File: src/obi_regs.vh
// offsets, fields, reset values, command codes and timing of the option interpreter
`ifndef OBI_REGS_VH
`define OBI_REGS_VH

// ========
// register offsets (byte addresses)
`define OBI_REG_CONFIG      8'h00
`define OBI_REG_POWER       8'h04
`define OBI_REG_TIMEOUT     8'h08
`define OBI_REG_STATUS      8'h0c

// ========
// register fields and reset values
`define OBI_CFG_LF          0
`define OBI_CFG_HDR         1
`define OBI_CFG_GRP         2
`define OBI_CFG_AUTOFMT     3
`define OBI_CFG_REV         4
`define OBI_CFG_TM5         5
`define OBI_CFG_FM_LO       6
`define OBI_CFG_FM_HI       7
`define OBI_CFG_RST         8'h1c
`define OBI_POWER_RST       8'h04
`define OBI_POWER_KEYOFF    2
`define OBI_TIMEOUT_RST     8'h32

// ========
// command codes from the line decoder
`define OBI_C_FLOW_MODE     5'h01
`define OBI_C_HDR_OFF       5'h02
`define OBI_C_HDR_ON        5'h03
`define OBI_C_IDENT         5'h04
`define OBI_C_ACTIVE        5'h05
`define OBI_C_ALT_ACTIVE    5'h06
`define OBI_C_KEY_READ      5'h07
`define OBI_C_IN1_READ      5'h08
`define OBI_C_IN2_READ      5'h09
`define OBI_C_REV_PGN       5'h0a
`define OBI_C_RAW_ORDER     5'h0b
`define OBI_C_GRP_OFF       5'h0c
`define OBI_C_GRP_ON        5'h0d
`define OBI_C_AUTOFMT_OFF   5'h0e
`define OBI_C_AUTOFMT_ON    5'h0f
`define OBI_C_TM1           5'h10
`define OBI_C_TM5           5'h11
`define OBI_C_ALT_TM1       5'h12
`define OBI_C_ALT_TM5       5'h13
`define OBI_C_LF_OFF        5'h14
`define OBI_C_LF_ON         5'h15

// ========
// characters
`define OBI_CH_CR           8'h0d
`define OBI_CH_LF           8'h0a
`define OBI_CH_PROMPT       8'h3e

// ========
// timing
`define OBI_CLK_MHZ         125
`define OBI_LF_WAIT_US      500

`endif

File: src/obi_option_cmd.v
// option command interpreter: flags, replies, linefeed wait, key stop, j1939 order
// ========
// Function
// - flow reply mode takes one digit: 0 automatic, 1 user reply, 2 user data.
// - modes 1 or 2 refused with error unless needed data and id are defined.
// - header display on shows whole message; off omits header bytes.
// - crc field is never shown, even with headers on.
// - identify prints startup id string without reset or setting change.
// - alternate active query behaves exactly like the primary active query.
// - active query answers Y when protocol active, N otherwise.
// - key level read replies ON for high input, OFF for low.
// - power parameter bit 2 clear: key low interrupts activity, no power down.
// - every such interruption sends a STOPPED message to the host.
// - input reads reply 0 for low and 1 for high conditioned level.
// - reversed format, j1939 selected, exactly three bytes: bytes sent reversed.
// - raw byte order format disables the reversal; bytes sent as given.
// - after reset reversed format selected, raw format deselected.
// - grouping on (default) splits priority, pgn, source; off prints four bytes.
// - auto formatting off forces four plain id bytes regardless of grouping.
// - multiplier one (default) leaves timeout unscaled; same as alternate one.
// - multiplier five scales timeout by five; same as alternate five; off at reset.
// - linefeeds on add linefeed after each carriage return; off sends cr alone.
// - linefeed default latched from strap level at reset release.
// - after command carriage return, wait to see if a linefeed follows.
`include "obi_regs.vh"

module obi_option_cmd #(
    parameter LF_WAIT_CYCLES = `OBI_LF_WAIT_US * `OBI_CLK_MHZ,
    parameter [63:0] ID_TEXT = "OBI v1.0"   // arbitrary neutral identity text
) (
    // clock and reset
    input  wire        clk_sys,
    input  wire        rst_n,
    // register port
    input  wire [7:0]  reg_addr,
    input  wire [31:0] reg_wdata,
    input  wire        reg_wr,
    input  wire        reg_rd,
    output reg  [31:0] reg_rdata,
    // decoded commands and received characters
    input  wire        cmd_valid,
    input  wire [4:0]  cmd_code,
    input  wire [3:0]  cmd_arg,
    input  wire        rx_valid,
    input  wire [7:0]  rx_char,
    // reply characters
    output reg         tx_valid,
    output reg  [7:0]  tx_data,
    input  wire        tx_ready,
    // device state and pins
    input  wire        proto_active,
    input  wire        fc_data_defined,
    input  wire        fc_id_defined,
    input  wire        key_switch_monitor_input,
    input  wire        in1_level,
    input  wire        in2_level,
    input  wire        lf_strap,
    input  wire        obd_busy,
    output reg         obd_interrupt,
    output wire        power_down_req,
    // display formatting
    output wire        header_show,
    output wire        crc_show,
    output wire        id_grouped,
    output wire [1:0]  flow_mode,
    output wire        lf_enable,
    // j1939 outgoing data
    input  wire        j_valid_in,
    input  wire        j1939_sel,
    input  wire [3:0]  j_count,
    input  wire [63:0] j_data_in,
    output reg         j_valid_out,
    output reg  [63:0] j_data_out,
    // response timeout
    output reg  [10:0] timeout_scaled
);

    // ========
    // reply messages
    localparam [3:0] M_OK   = 4'h0;
    localparam [3:0] M_ERR  = 4'h1;
    localparam [3:0] M_Y    = 4'h2;
    localparam [3:0] M_N    = 4'h3;
    localparam [3:0] M_ON   = 4'h4;
    localparam [3:0] M_OFF  = 4'h5;
    localparam [3:0] M_ZERO = 4'h6;
    localparam [3:0] M_ONE  = 4'h7;
    localparam [3:0] M_ID   = 4'h8;
    localparam [3:0] M_STOP = 4'h9;

    localparam [2:0] T_IDLE = 3'h0;
    localparam [2:0] T_MSG  = 3'h1;
    localparam [2:0] T_LF   = 3'h2;
    localparam [2:0] T_PR   = 3'h3;

    localparam C_IDLE = 1'b0;
    localparam C_WAIT = 1'b1;

    localparam [31:0] WAIT_LAST = (LF_WAIT_CYCLES < 1) ? 32'h0 : LF_WAIT_CYCLES - 1;

    // character i of message m, zero marks the end
    function [7:0] msg_char;
        input [3:0] m;
        input [3:0] i;
        begin
            msg_char = 8'h00;
            case (m)
                M_OK:   msg_char = (i == 4'h0) ? 8'h4f : (i == 4'h1) ? 8'h4b : 8'h00;
                M_ERR:  msg_char = (i == 4'h0) ? 8'h3f : 8'h00;
                M_Y:    msg_char = (i == 4'h0) ? 8'h59 : 8'h00;
                M_N:    msg_char = (i == 4'h0) ? 8'h4e : 8'h00;
                M_ON:   msg_char = (i == 4'h0) ? 8'h4f : (i == 4'h1) ? 8'h4e : 8'h00;
                M_OFF:  msg_char = (i == 4'h0) ? 8'h4f : (i == 4'h1 || i == 4'h2) ? 8'h46 : 8'h00;
                M_ZERO: msg_char = (i == 4'h0) ? 8'h30 : 8'h00;
                M_ONE:  msg_char = (i == 4'h0) ? 8'h31 : 8'h00;
                M_ID:   msg_char = (i < 4'h8) ? ID_TEXT[63 - 8 * i -: 8] : 8'h00;
                M_STOP: begin
                    case (i)
                        4'h0:    msg_char = 8'h53;
                        4'h1:    msg_char = 8'h54;
                        4'h2:    msg_char = 8'h4f;
                        4'h3:    msg_char = 8'h50;
                        4'h4:    msg_char = 8'h50;
                        4'h5:    msg_char = 8'h45;
                        4'h6:    msg_char = 8'h44;
                        default: msg_char = 8'h00;
                    endcase
                end
                default: msg_char = 8'h00;
            endcase
        end
    endfunction

    // ========
    // state
    reg [7:0]  cfg_q;
    reg [7:0]  power_q;
    reg [7:0]  timeout_q;
    reg        strap_pend_q;
    reg        c_state_q;
    reg [4:0]  code_q;
    reg [3:0]  arg_q;
    reg [31:0] wait_q;
    reg [2:0]  t_state_q;
    reg [3:0]  msg_q;
    reg [3:0]  idx_q;
    reg        stop_pend_q;
    reg        stop_done_q;

    wire       tx_idle    = (t_state_q == T_IDLE);
    wire       slot_free  = !tx_valid || tx_ready;
    wire [7:0] cur_char   = msg_char(msg_q, idx_q);
    wire       lf_seen    = rx_valid && (rx_char == `OBI_CH_LF);
    // a linefeed right behind the cr, or the bounded wait, releases the command
    wire       exec_now   = (c_state_q == C_WAIT) && (lf_seen || wait_q >= WAIT_LAST);
    wire       key_intr   = obd_busy && !key_switch_monitor_input
                            && !power_q[`OBI_POWER_KEYOFF] && !stop_done_q;
    wire       fm_ok      = (cmd_arg_ok(arg_q)) &&
                            (arg_q == 4'h0 || (fc_data_defined && (arg_q == 4'h2 || fc_id_defined)));

    function cmd_arg_ok;
        input [3:0] a;
        begin
            cmd_arg_ok = (a <= 4'h2);
        end
    endfunction

    // ========
    // flag outputs
    assign header_show    = cfg_q[`OBI_CFG_HDR];
    assign crc_show       = 1'b0;
    assign id_grouped     = cfg_q[`OBI_CFG_GRP] && cfg_q[`OBI_CFG_AUTOFMT];
    assign flow_mode      = cfg_q[`OBI_CFG_FM_HI:`OBI_CFG_FM_LO];
    assign lf_enable      = cfg_q[`OBI_CFG_LF];
    assign power_down_req = !key_switch_monitor_input && power_q[`OBI_POWER_KEYOFF];

    // reply chosen for the released command
    reg [3:0] reply;
    always @* begin
        reply = M_OK;
        case (code_q)
            `OBI_C_FLOW_MODE:  reply = fm_ok ? M_OK : M_ERR;
            `OBI_C_IDENT:      reply = M_ID;
            `OBI_C_ACTIVE,
            `OBI_C_ALT_ACTIVE: reply = proto_active ? M_Y : M_N;
            `OBI_C_KEY_READ:   reply = key_switch_monitor_input ? M_ON : M_OFF;
            `OBI_C_IN1_READ:   reply = in1_level ? M_ONE : M_ZERO;
            `OBI_C_IN2_READ:   reply = in2_level ? M_ONE : M_ZERO;
            `OBI_C_HDR_OFF, `OBI_C_HDR_ON, `OBI_C_REV_PGN, `OBI_C_RAW_ORDER,
            `OBI_C_GRP_OFF, `OBI_C_GRP_ON, `OBI_C_AUTOFMT_OFF, `OBI_C_AUTOFMT_ON,
            `OBI_C_TM1, `OBI_C_TM5, `OBI_C_ALT_TM1, `OBI_C_ALT_TM5,
            `OBI_C_LF_OFF, `OBI_C_LF_ON: reply = M_OK;
            default:           reply = M_ERR;
        endcase
    end

    // ========
    // settings: command execution wins over a register write in the same cycle
    always @(posedge clk_sys) begin
        if (!rst_n) begin
            cfg_q        <= `OBI_CFG_RST;
            power_q      <= `OBI_POWER_RST;
            timeout_q    <= `OBI_TIMEOUT_RST;
            strap_pend_q <= 1'b1;
        end else begin
            strap_pend_q <= 1'b0;
            if (strap_pend_q)
                cfg_q[`OBI_CFG_LF] <= lf_strap;
            if (reg_wr && !exec_now) begin
                if (reg_addr == `OBI_REG_CONFIG && !strap_pend_q)
                    cfg_q <= reg_wdata[7:0];
                if (reg_addr == `OBI_REG_POWER)
                    power_q <= reg_wdata[7:0];
                if (reg_addr == `OBI_REG_TIMEOUT)
                    timeout_q <= reg_wdata[7:0];
            end
            if (exec_now) begin
                case (code_q)
                    `OBI_C_FLOW_MODE:
                        if (fm_ok)
                            cfg_q[`OBI_CFG_FM_HI:`OBI_CFG_FM_LO] <= arg_q[1:0];
                    `OBI_C_HDR_OFF:     cfg_q[`OBI_CFG_HDR]     <= 1'b0;
                    `OBI_C_HDR_ON:      cfg_q[`OBI_CFG_HDR]     <= 1'b1;
                    `OBI_C_REV_PGN:     cfg_q[`OBI_CFG_REV]     <= 1'b1;
                    `OBI_C_RAW_ORDER:   cfg_q[`OBI_CFG_REV]     <= 1'b0;
                    `OBI_C_GRP_OFF:     cfg_q[`OBI_CFG_GRP]     <= 1'b0;
                    `OBI_C_GRP_ON:      cfg_q[`OBI_CFG_GRP]     <= 1'b1;
                    `OBI_C_AUTOFMT_OFF: cfg_q[`OBI_CFG_AUTOFMT] <= 1'b0;
                    `OBI_C_AUTOFMT_ON:  cfg_q[`OBI_CFG_AUTOFMT] <= 1'b1;
                    `OBI_C_TM1,
                    `OBI_C_ALT_TM1:     cfg_q[`OBI_CFG_TM5]     <= 1'b0;
                    `OBI_C_TM5,
                    `OBI_C_ALT_TM5:     cfg_q[`OBI_CFG_TM5]     <= 1'b1;
                    `OBI_C_LF_OFF:      cfg_q[`OBI_CFG_LF]      <= 1'b0;
                    `OBI_C_LF_ON:       cfg_q[`OBI_CFG_LF]      <= 1'b1;
                    default:            cfg_q <= cfg_q;                   // identify changes nothing
                endcase
            end
        end
    end

    // ========
    // command intake and linefeed wait
    always @(posedge clk_sys) begin
        if (!rst_n) begin
            c_state_q <= C_IDLE;
            code_q    <= 5'h00;
            arg_q     <= 4'h0;
            wait_q    <= 32'h0;
        end else begin
            case (c_state_q)
                C_IDLE: begin
                    // commands during a reply are dropped
                    if (cmd_valid && tx_idle) begin
                        c_state_q <= C_WAIT;
                        code_q    <= cmd_code;
                        arg_q     <= cmd_arg;
                        wait_q    <= 32'h0;
                    end
                end
                C_WAIT: begin
                    wait_q <= wait_q + 32'h1;
                    if (exec_now)
                        c_state_q <= C_IDLE;
                end
                default: c_state_q <= C_IDLE;
            endcase
        end
    end

    // ========
    // key interrupt, one per busy episode
    always @(posedge clk_sys) begin
        if (!rst_n) begin
            obd_interrupt <= 1'b0;
            stop_done_q   <= 1'b0;
            stop_pend_q   <= 1'b0;
        end else begin
            obd_interrupt <= key_intr;
            if (!obd_busy)
                stop_done_q <= 1'b0;
            else if (key_intr)
                stop_done_q <= 1'b1;
            // a new interruption beats the clear
            if (key_intr)
                stop_pend_q <= 1'b1;
            else if (tx_idle && !exec_now)
                stop_pend_q <= 1'b0;
        end
    end

    // ========
    // reply transmitter: message, cr, optional lf, prompt
    always @(posedge clk_sys) begin
        if (!rst_n) begin
            t_state_q <= T_IDLE;
            msg_q     <= M_OK;
            idx_q     <= 4'h0;
            tx_valid  <= 1'b0;
            tx_data   <= 8'h00;
        end else begin
            if (tx_valid && tx_ready)
                tx_valid <= 1'b0;
            case (t_state_q)
                T_IDLE: begin
                    idx_q <= 4'h0;
                    if (exec_now) begin
                        msg_q     <= reply;
                        t_state_q <= T_MSG;
                    end else if (stop_pend_q) begin
                        msg_q     <= M_STOP;
                        t_state_q <= T_MSG;
                    end
                end
                T_MSG: begin
                    if (slot_free) begin
                        tx_valid <= 1'b1;
                        if (cur_char != 8'h00) begin
                            tx_data <= cur_char;
                            idx_q   <= idx_q + 4'h1;
                        end else begin
                            tx_data   <= `OBI_CH_CR;
                            t_state_q <= cfg_q[`OBI_CFG_LF] ? T_LF : T_PR;
                        end
                    end
                end
                T_LF: begin
                    if (slot_free) begin
                        tx_valid  <= 1'b1;
                        tx_data   <= `OBI_CH_LF;
                        t_state_q <= T_PR;
                    end
                end
                T_PR: begin
                    if (slot_free) begin
                        tx_valid  <= 1'b1;
                        tx_data   <= `OBI_CH_PROMPT;
                        t_state_q <= T_IDLE;
                    end
                end
                default: t_state_q <= T_IDLE;
            endcase
        end
    end

    // ========
    // j1939 byte order and timeout scaling
    always @(posedge clk_sys) begin
        if (!rst_n) begin
            j_valid_out    <= 1'b0;
            j_data_out     <= 64'h0;
            timeout_scaled <= 11'h000;
        end else begin
            j_valid_out <= j_valid_in;
            if (j_valid_in) begin
                if (cfg_q[`OBI_CFG_REV] && j1939_sel && j_count == 4'h3)
                    j_data_out <= {j_data_in[47:40], j_data_in[55:48], j_data_in[63:56], j_data_in[39:0]};
                else
                    j_data_out <= j_data_in;
            end
            timeout_scaled <= cfg_q[`OBI_CFG_TM5] ? ({3'b000, timeout_q} * 11'd5)
                                                  : {3'b000, timeout_q};
        end
    end

    // ========
    // register read, data in the following cycle only
    always @(posedge clk_sys) begin
        if (!rst_n) begin
            reg_rdata <= 32'h0;
        end else if (reg_rd) begin
            case (reg_addr)
                `OBI_REG_CONFIG:  reg_rdata <= {24'h0, cfg_q};
                `OBI_REG_POWER:   reg_rdata <= {24'h0, power_q};
                `OBI_REG_TIMEOUT: reg_rdata <= {24'h0, timeout_q};
                `OBI_REG_STATUS:  reg_rdata <= {24'h0, stop_pend_q, key_switch_monitor_input, in2_level, in1_level,
                                                proto_active, !tx_idle, c_state_q, stop_done_q};
                default:          reg_rdata <= 32'h0;
            endcase
        end else begin
            reg_rdata <= 32'h0;
        end
    end

endmodule // obi_option_cmd

File: config.mk
export PLATFORM = sky130hd
export DESIGN_NAME = obi_option_cmd
export DESIGN_NICKNAME = d
export VERILOG_FILES = /design/src/obi_option_cmd.v
export VERILOG_INCLUDE_DIRS = /design/src
export SDC_FILE = /design/constraint.sdc
export NUM_CORES = 1
export LEC_CHECK = 0
export BUFFER_PORTS_ARGS = -buffer_cell sky130_fd_sc_hd__buf_4
export CORE_ASPECT_RATIO = 2
export CORE_MARGIN = 2
export CORE_UTILIZATION = 45
export DETAILED_ROUTE_END_ITERATION = 16
export PLACE_DENSITY_LB_ADDON = 0.3
export SYNTH_ARGS = -nofsm -noshare
export SYNTH_HDL_FRONTEND = slang
export SYNTH_SLANG_ARGS = --single-unit
File: constraint.sdc
create_clock -name clk_sys -period 3 [get_ports clk_sys]
set_input_delay 0.45 -clock clk_sys [delete_from_list [all_inputs] [get_ports clk_sys]]
set_output_delay 0.45 -clock clk_sys [all_outputs]
set_load 0.005 [all_outputs]
==> flow_summary.toml <==
[layout]
syn_to_final_growth_pct = 27.62
nets = 1309
multiInputGateArea_um2 = 4598
finalNonFillerCells = 1375
insertedDiodeCount = 0
drive_gt1_share_pct = 26.73
fillers = 1682
regArea_um2 = 3443

[global_route]
met3_usage_pct = 5.330
grt_max_degree = 52
antenna_found_initial = 0
gr-max-usage-layer = "met2"
grt_overflow = 0
first_global_vias = 7344
track_usage_pct = 23.01
met2_usage_pct = 43.86
grt_pass1_wl_um = 36160
grt_use_met1_pct = 22.64

[clock_network]
insertion_delay_ns = 0.43
cts.path.max_buffers = 2
cts-buffers-inserted = 17
clk_pin_slew_ns = 0.07
cts_root_buf = "clkbuf_16"
h-tree-depth = 4
cts_resized = 0
tritoncts = "done"
ctsHoldBuffers = 0
clkSinkCount = 172
cts_setup_buffers = 0

[die]
core_area_um2 = 18660
dieArea_um2 = 20020
top_level_ports = 267
initial_utilization_pct = 45.44
dieHeight_um = 198.1
die_w_um = 101.1
rows = 71

[place]
place_ws_ns = 0.2491
hpwlAfterDp_um = 17590
dp_cells = 1343
gp_congestion = 0.9131
port_buffers = 216

[setup_path]
slowest_delay_ns = 0.50
cpMaxStageDelayCell = "or4_1"
path_class = "register to register"
cp.arrival_ns = 3.11
crit_path_cell_trace = "inv_1, ha_1, o21ba_2, and3_1, or4_1, o41a_1, and2_1, a31o_2"
crit_path_max_fanout = 7
crit_required_ns = 3.33
critPathLaunchType = "register"
cp-end-kind = "register"

[pwr]
leakage_nw = 4.561
ir_drop_mv = 0.4712
pwr_density_cell_nw_per_um2 = 521.8

[timing]
fin_setup_tns_ns = 0
rsz0062_at_grt = "no"
tightest_slew_ns = 0.6957
finalClockSkew_ns = 0.01138
slew_viol_final = 0
max_slew_margin_pct = 52.97
setup_ws_ns = 0.2149
min_period_ns = 2.785
finalSetupViolCount = 0
fin_crit_sh_pct = 92.84
final_hold_viol_count = 0
max_freq_mhz = 359.1

[synth]
yosysSeqAreaShare_pct = 40.62
synth_commonest_cells = "dfxtp_1, nor2_1, mux2i_1"
syn_area_um2 = 8477
synth_top_area_share_pct = 40.62
synth_seq_cells = 172
ys_types = 72
synth_most_common_cell = "dfxtp_1"
synth_area_leaders = "dfxtp_1, mux2i_1, nor2_1, nand2_1, ha_1"
async_reset_ff_share_pct = 0
synthFlopType = "dfxtp_1"
synth.largest_area_cell = "dfxtp_1"
synth.avg_cell_area_um2 = 8.961
ys_warn_count = 0
synth_edf_count = 0
netlist_instances = 946

[min_path]
hold_path.class = "primary input to register"

[flow_run]
maxCapViolCount = 0

[routing]
vias = 7530
firstDrtPassIters = 5
postRouteAntennaNets = 0
drc_errors = 0
wire_per_inst_um = 16.92
wl_um = 23270
drt_iter0_drc = 319
vias_per_cell = 5.476

[status]
status = "finished, final reports clean"
## registers in the layout, summed over array words and instances, names as in the netlist, 2 cells and up
register,count
msg_q,4
wait_q,32
j_data_out,64
t_state_q,2
arg_q,4
idx_q,4
timeout_scaled,11
cfg_q,8
reg_rdata,8
tx_data,7
code_q,5
timeout_q,8
power_q,8
## cell families after synthesis
kind of cell,share of synthesized area (%)
buffers and inverters,6.302
multiplexers,13.84
adder cells (fa/ha/maj),3.749
other,0.04424
flip-flops,40.62
AO/OA/AOI/OAI,13.83
AND/OR/NAND/NOR,20.68
XOR/XNOR,0.9298
## layer usage
layer  up-vias  routed length (um)
li1       3714                   -
met1      3527                8175
met2       237               12890
met3        52                1332
met4         0                 874
met5         -                   0
## cells in the final DEF, fill, tap and decap left out, types with 5 or more instances in the layout
cell,instances
nand4_1,10
nand3_1,22
a21o_1,5
ha_1,23
o211ai_1,11
mux2i_1,88
nand2b_1,9
and2_1,9
mux4_2,7
inv_1,20
or3_1,12
clkbuf_16,17
a21oi_1,43
buf_4,237
o21ai_0,16
dfxtp_1,172
nand2_1,83
xnor2_1,5
nor4_1,13
a31oi_1,6
mux2_2,12
nor3_1,19
and3_1,9
conb_1,26
and4_1,7
nor2b_1,13
nor2_1,132
o21a_1,7
a211oi_1,28
## stage by stage
stage / area (um2) / hold WS [ns] / util, % / total power, mW
after floorplan: 8571 / 0.4266 / - / 2.997
after global placement: 10200 / 0.4411 / 54.65 / 3.366
after detailed placement: 10200 / 0.4458 / 54.65 / 3.381
after CTS: 10820 / 0.2405 / 57.99 / 5.696
after global routing: 10820 / 0.2427 / 57.99 / 5.877
final: 10820 / 0.2513 / 57.99 / 5.644
## report_power, final
part	switching, mW	internal [mW]	total, mW
Sequential	0.0836	2.39	2.47
Combinational	0.448	0.404	0.853
Clock	0.918	1.40	2.32
## critical path: cells and delay by family, from the launching register on
kind	cells	cell delay (ns)
simple gates	3	0.93
compound gates	3	0.90
buf+inv	1	0.12
flops	1	0.43
fa+ha+maj	1	0.30
## path summary, 6_finish.rpt
check / startpoint / endpoint / slack [ns] / cells after the start
worst min-delay path: j_data_in[19] / j_data_out[19]$_SDFFE_PN0P_ / 0.25 / 3
worst max register to register: idx_q[0]$_SDFFE_PN0P_ / idx_q[2]$_SDFFE_PN0P_ / 0.21 / 8
worst max-delay path: idx_q[0]$_SDFFE_PN0P_ / idx_q[2]$_SDFFE_PN0P_ / 0.21 / 8
worst min register to register: tx_data[6]$_SDFFE_PN0P_ / tx_data[6]$_SDFFE_PN0P_ / 0.45 / 2
## layout make-up
cell class,count,share of cell area (%)
timing repair buffer,238,16.63
clock inverter,9,1.238
sequential,172,31.83
inverter,21,0.7518
tap,219,2.533
clock buffer,23,4.511
multi-input combinational,693,42.51
Power figures use the tool's default switching activity.
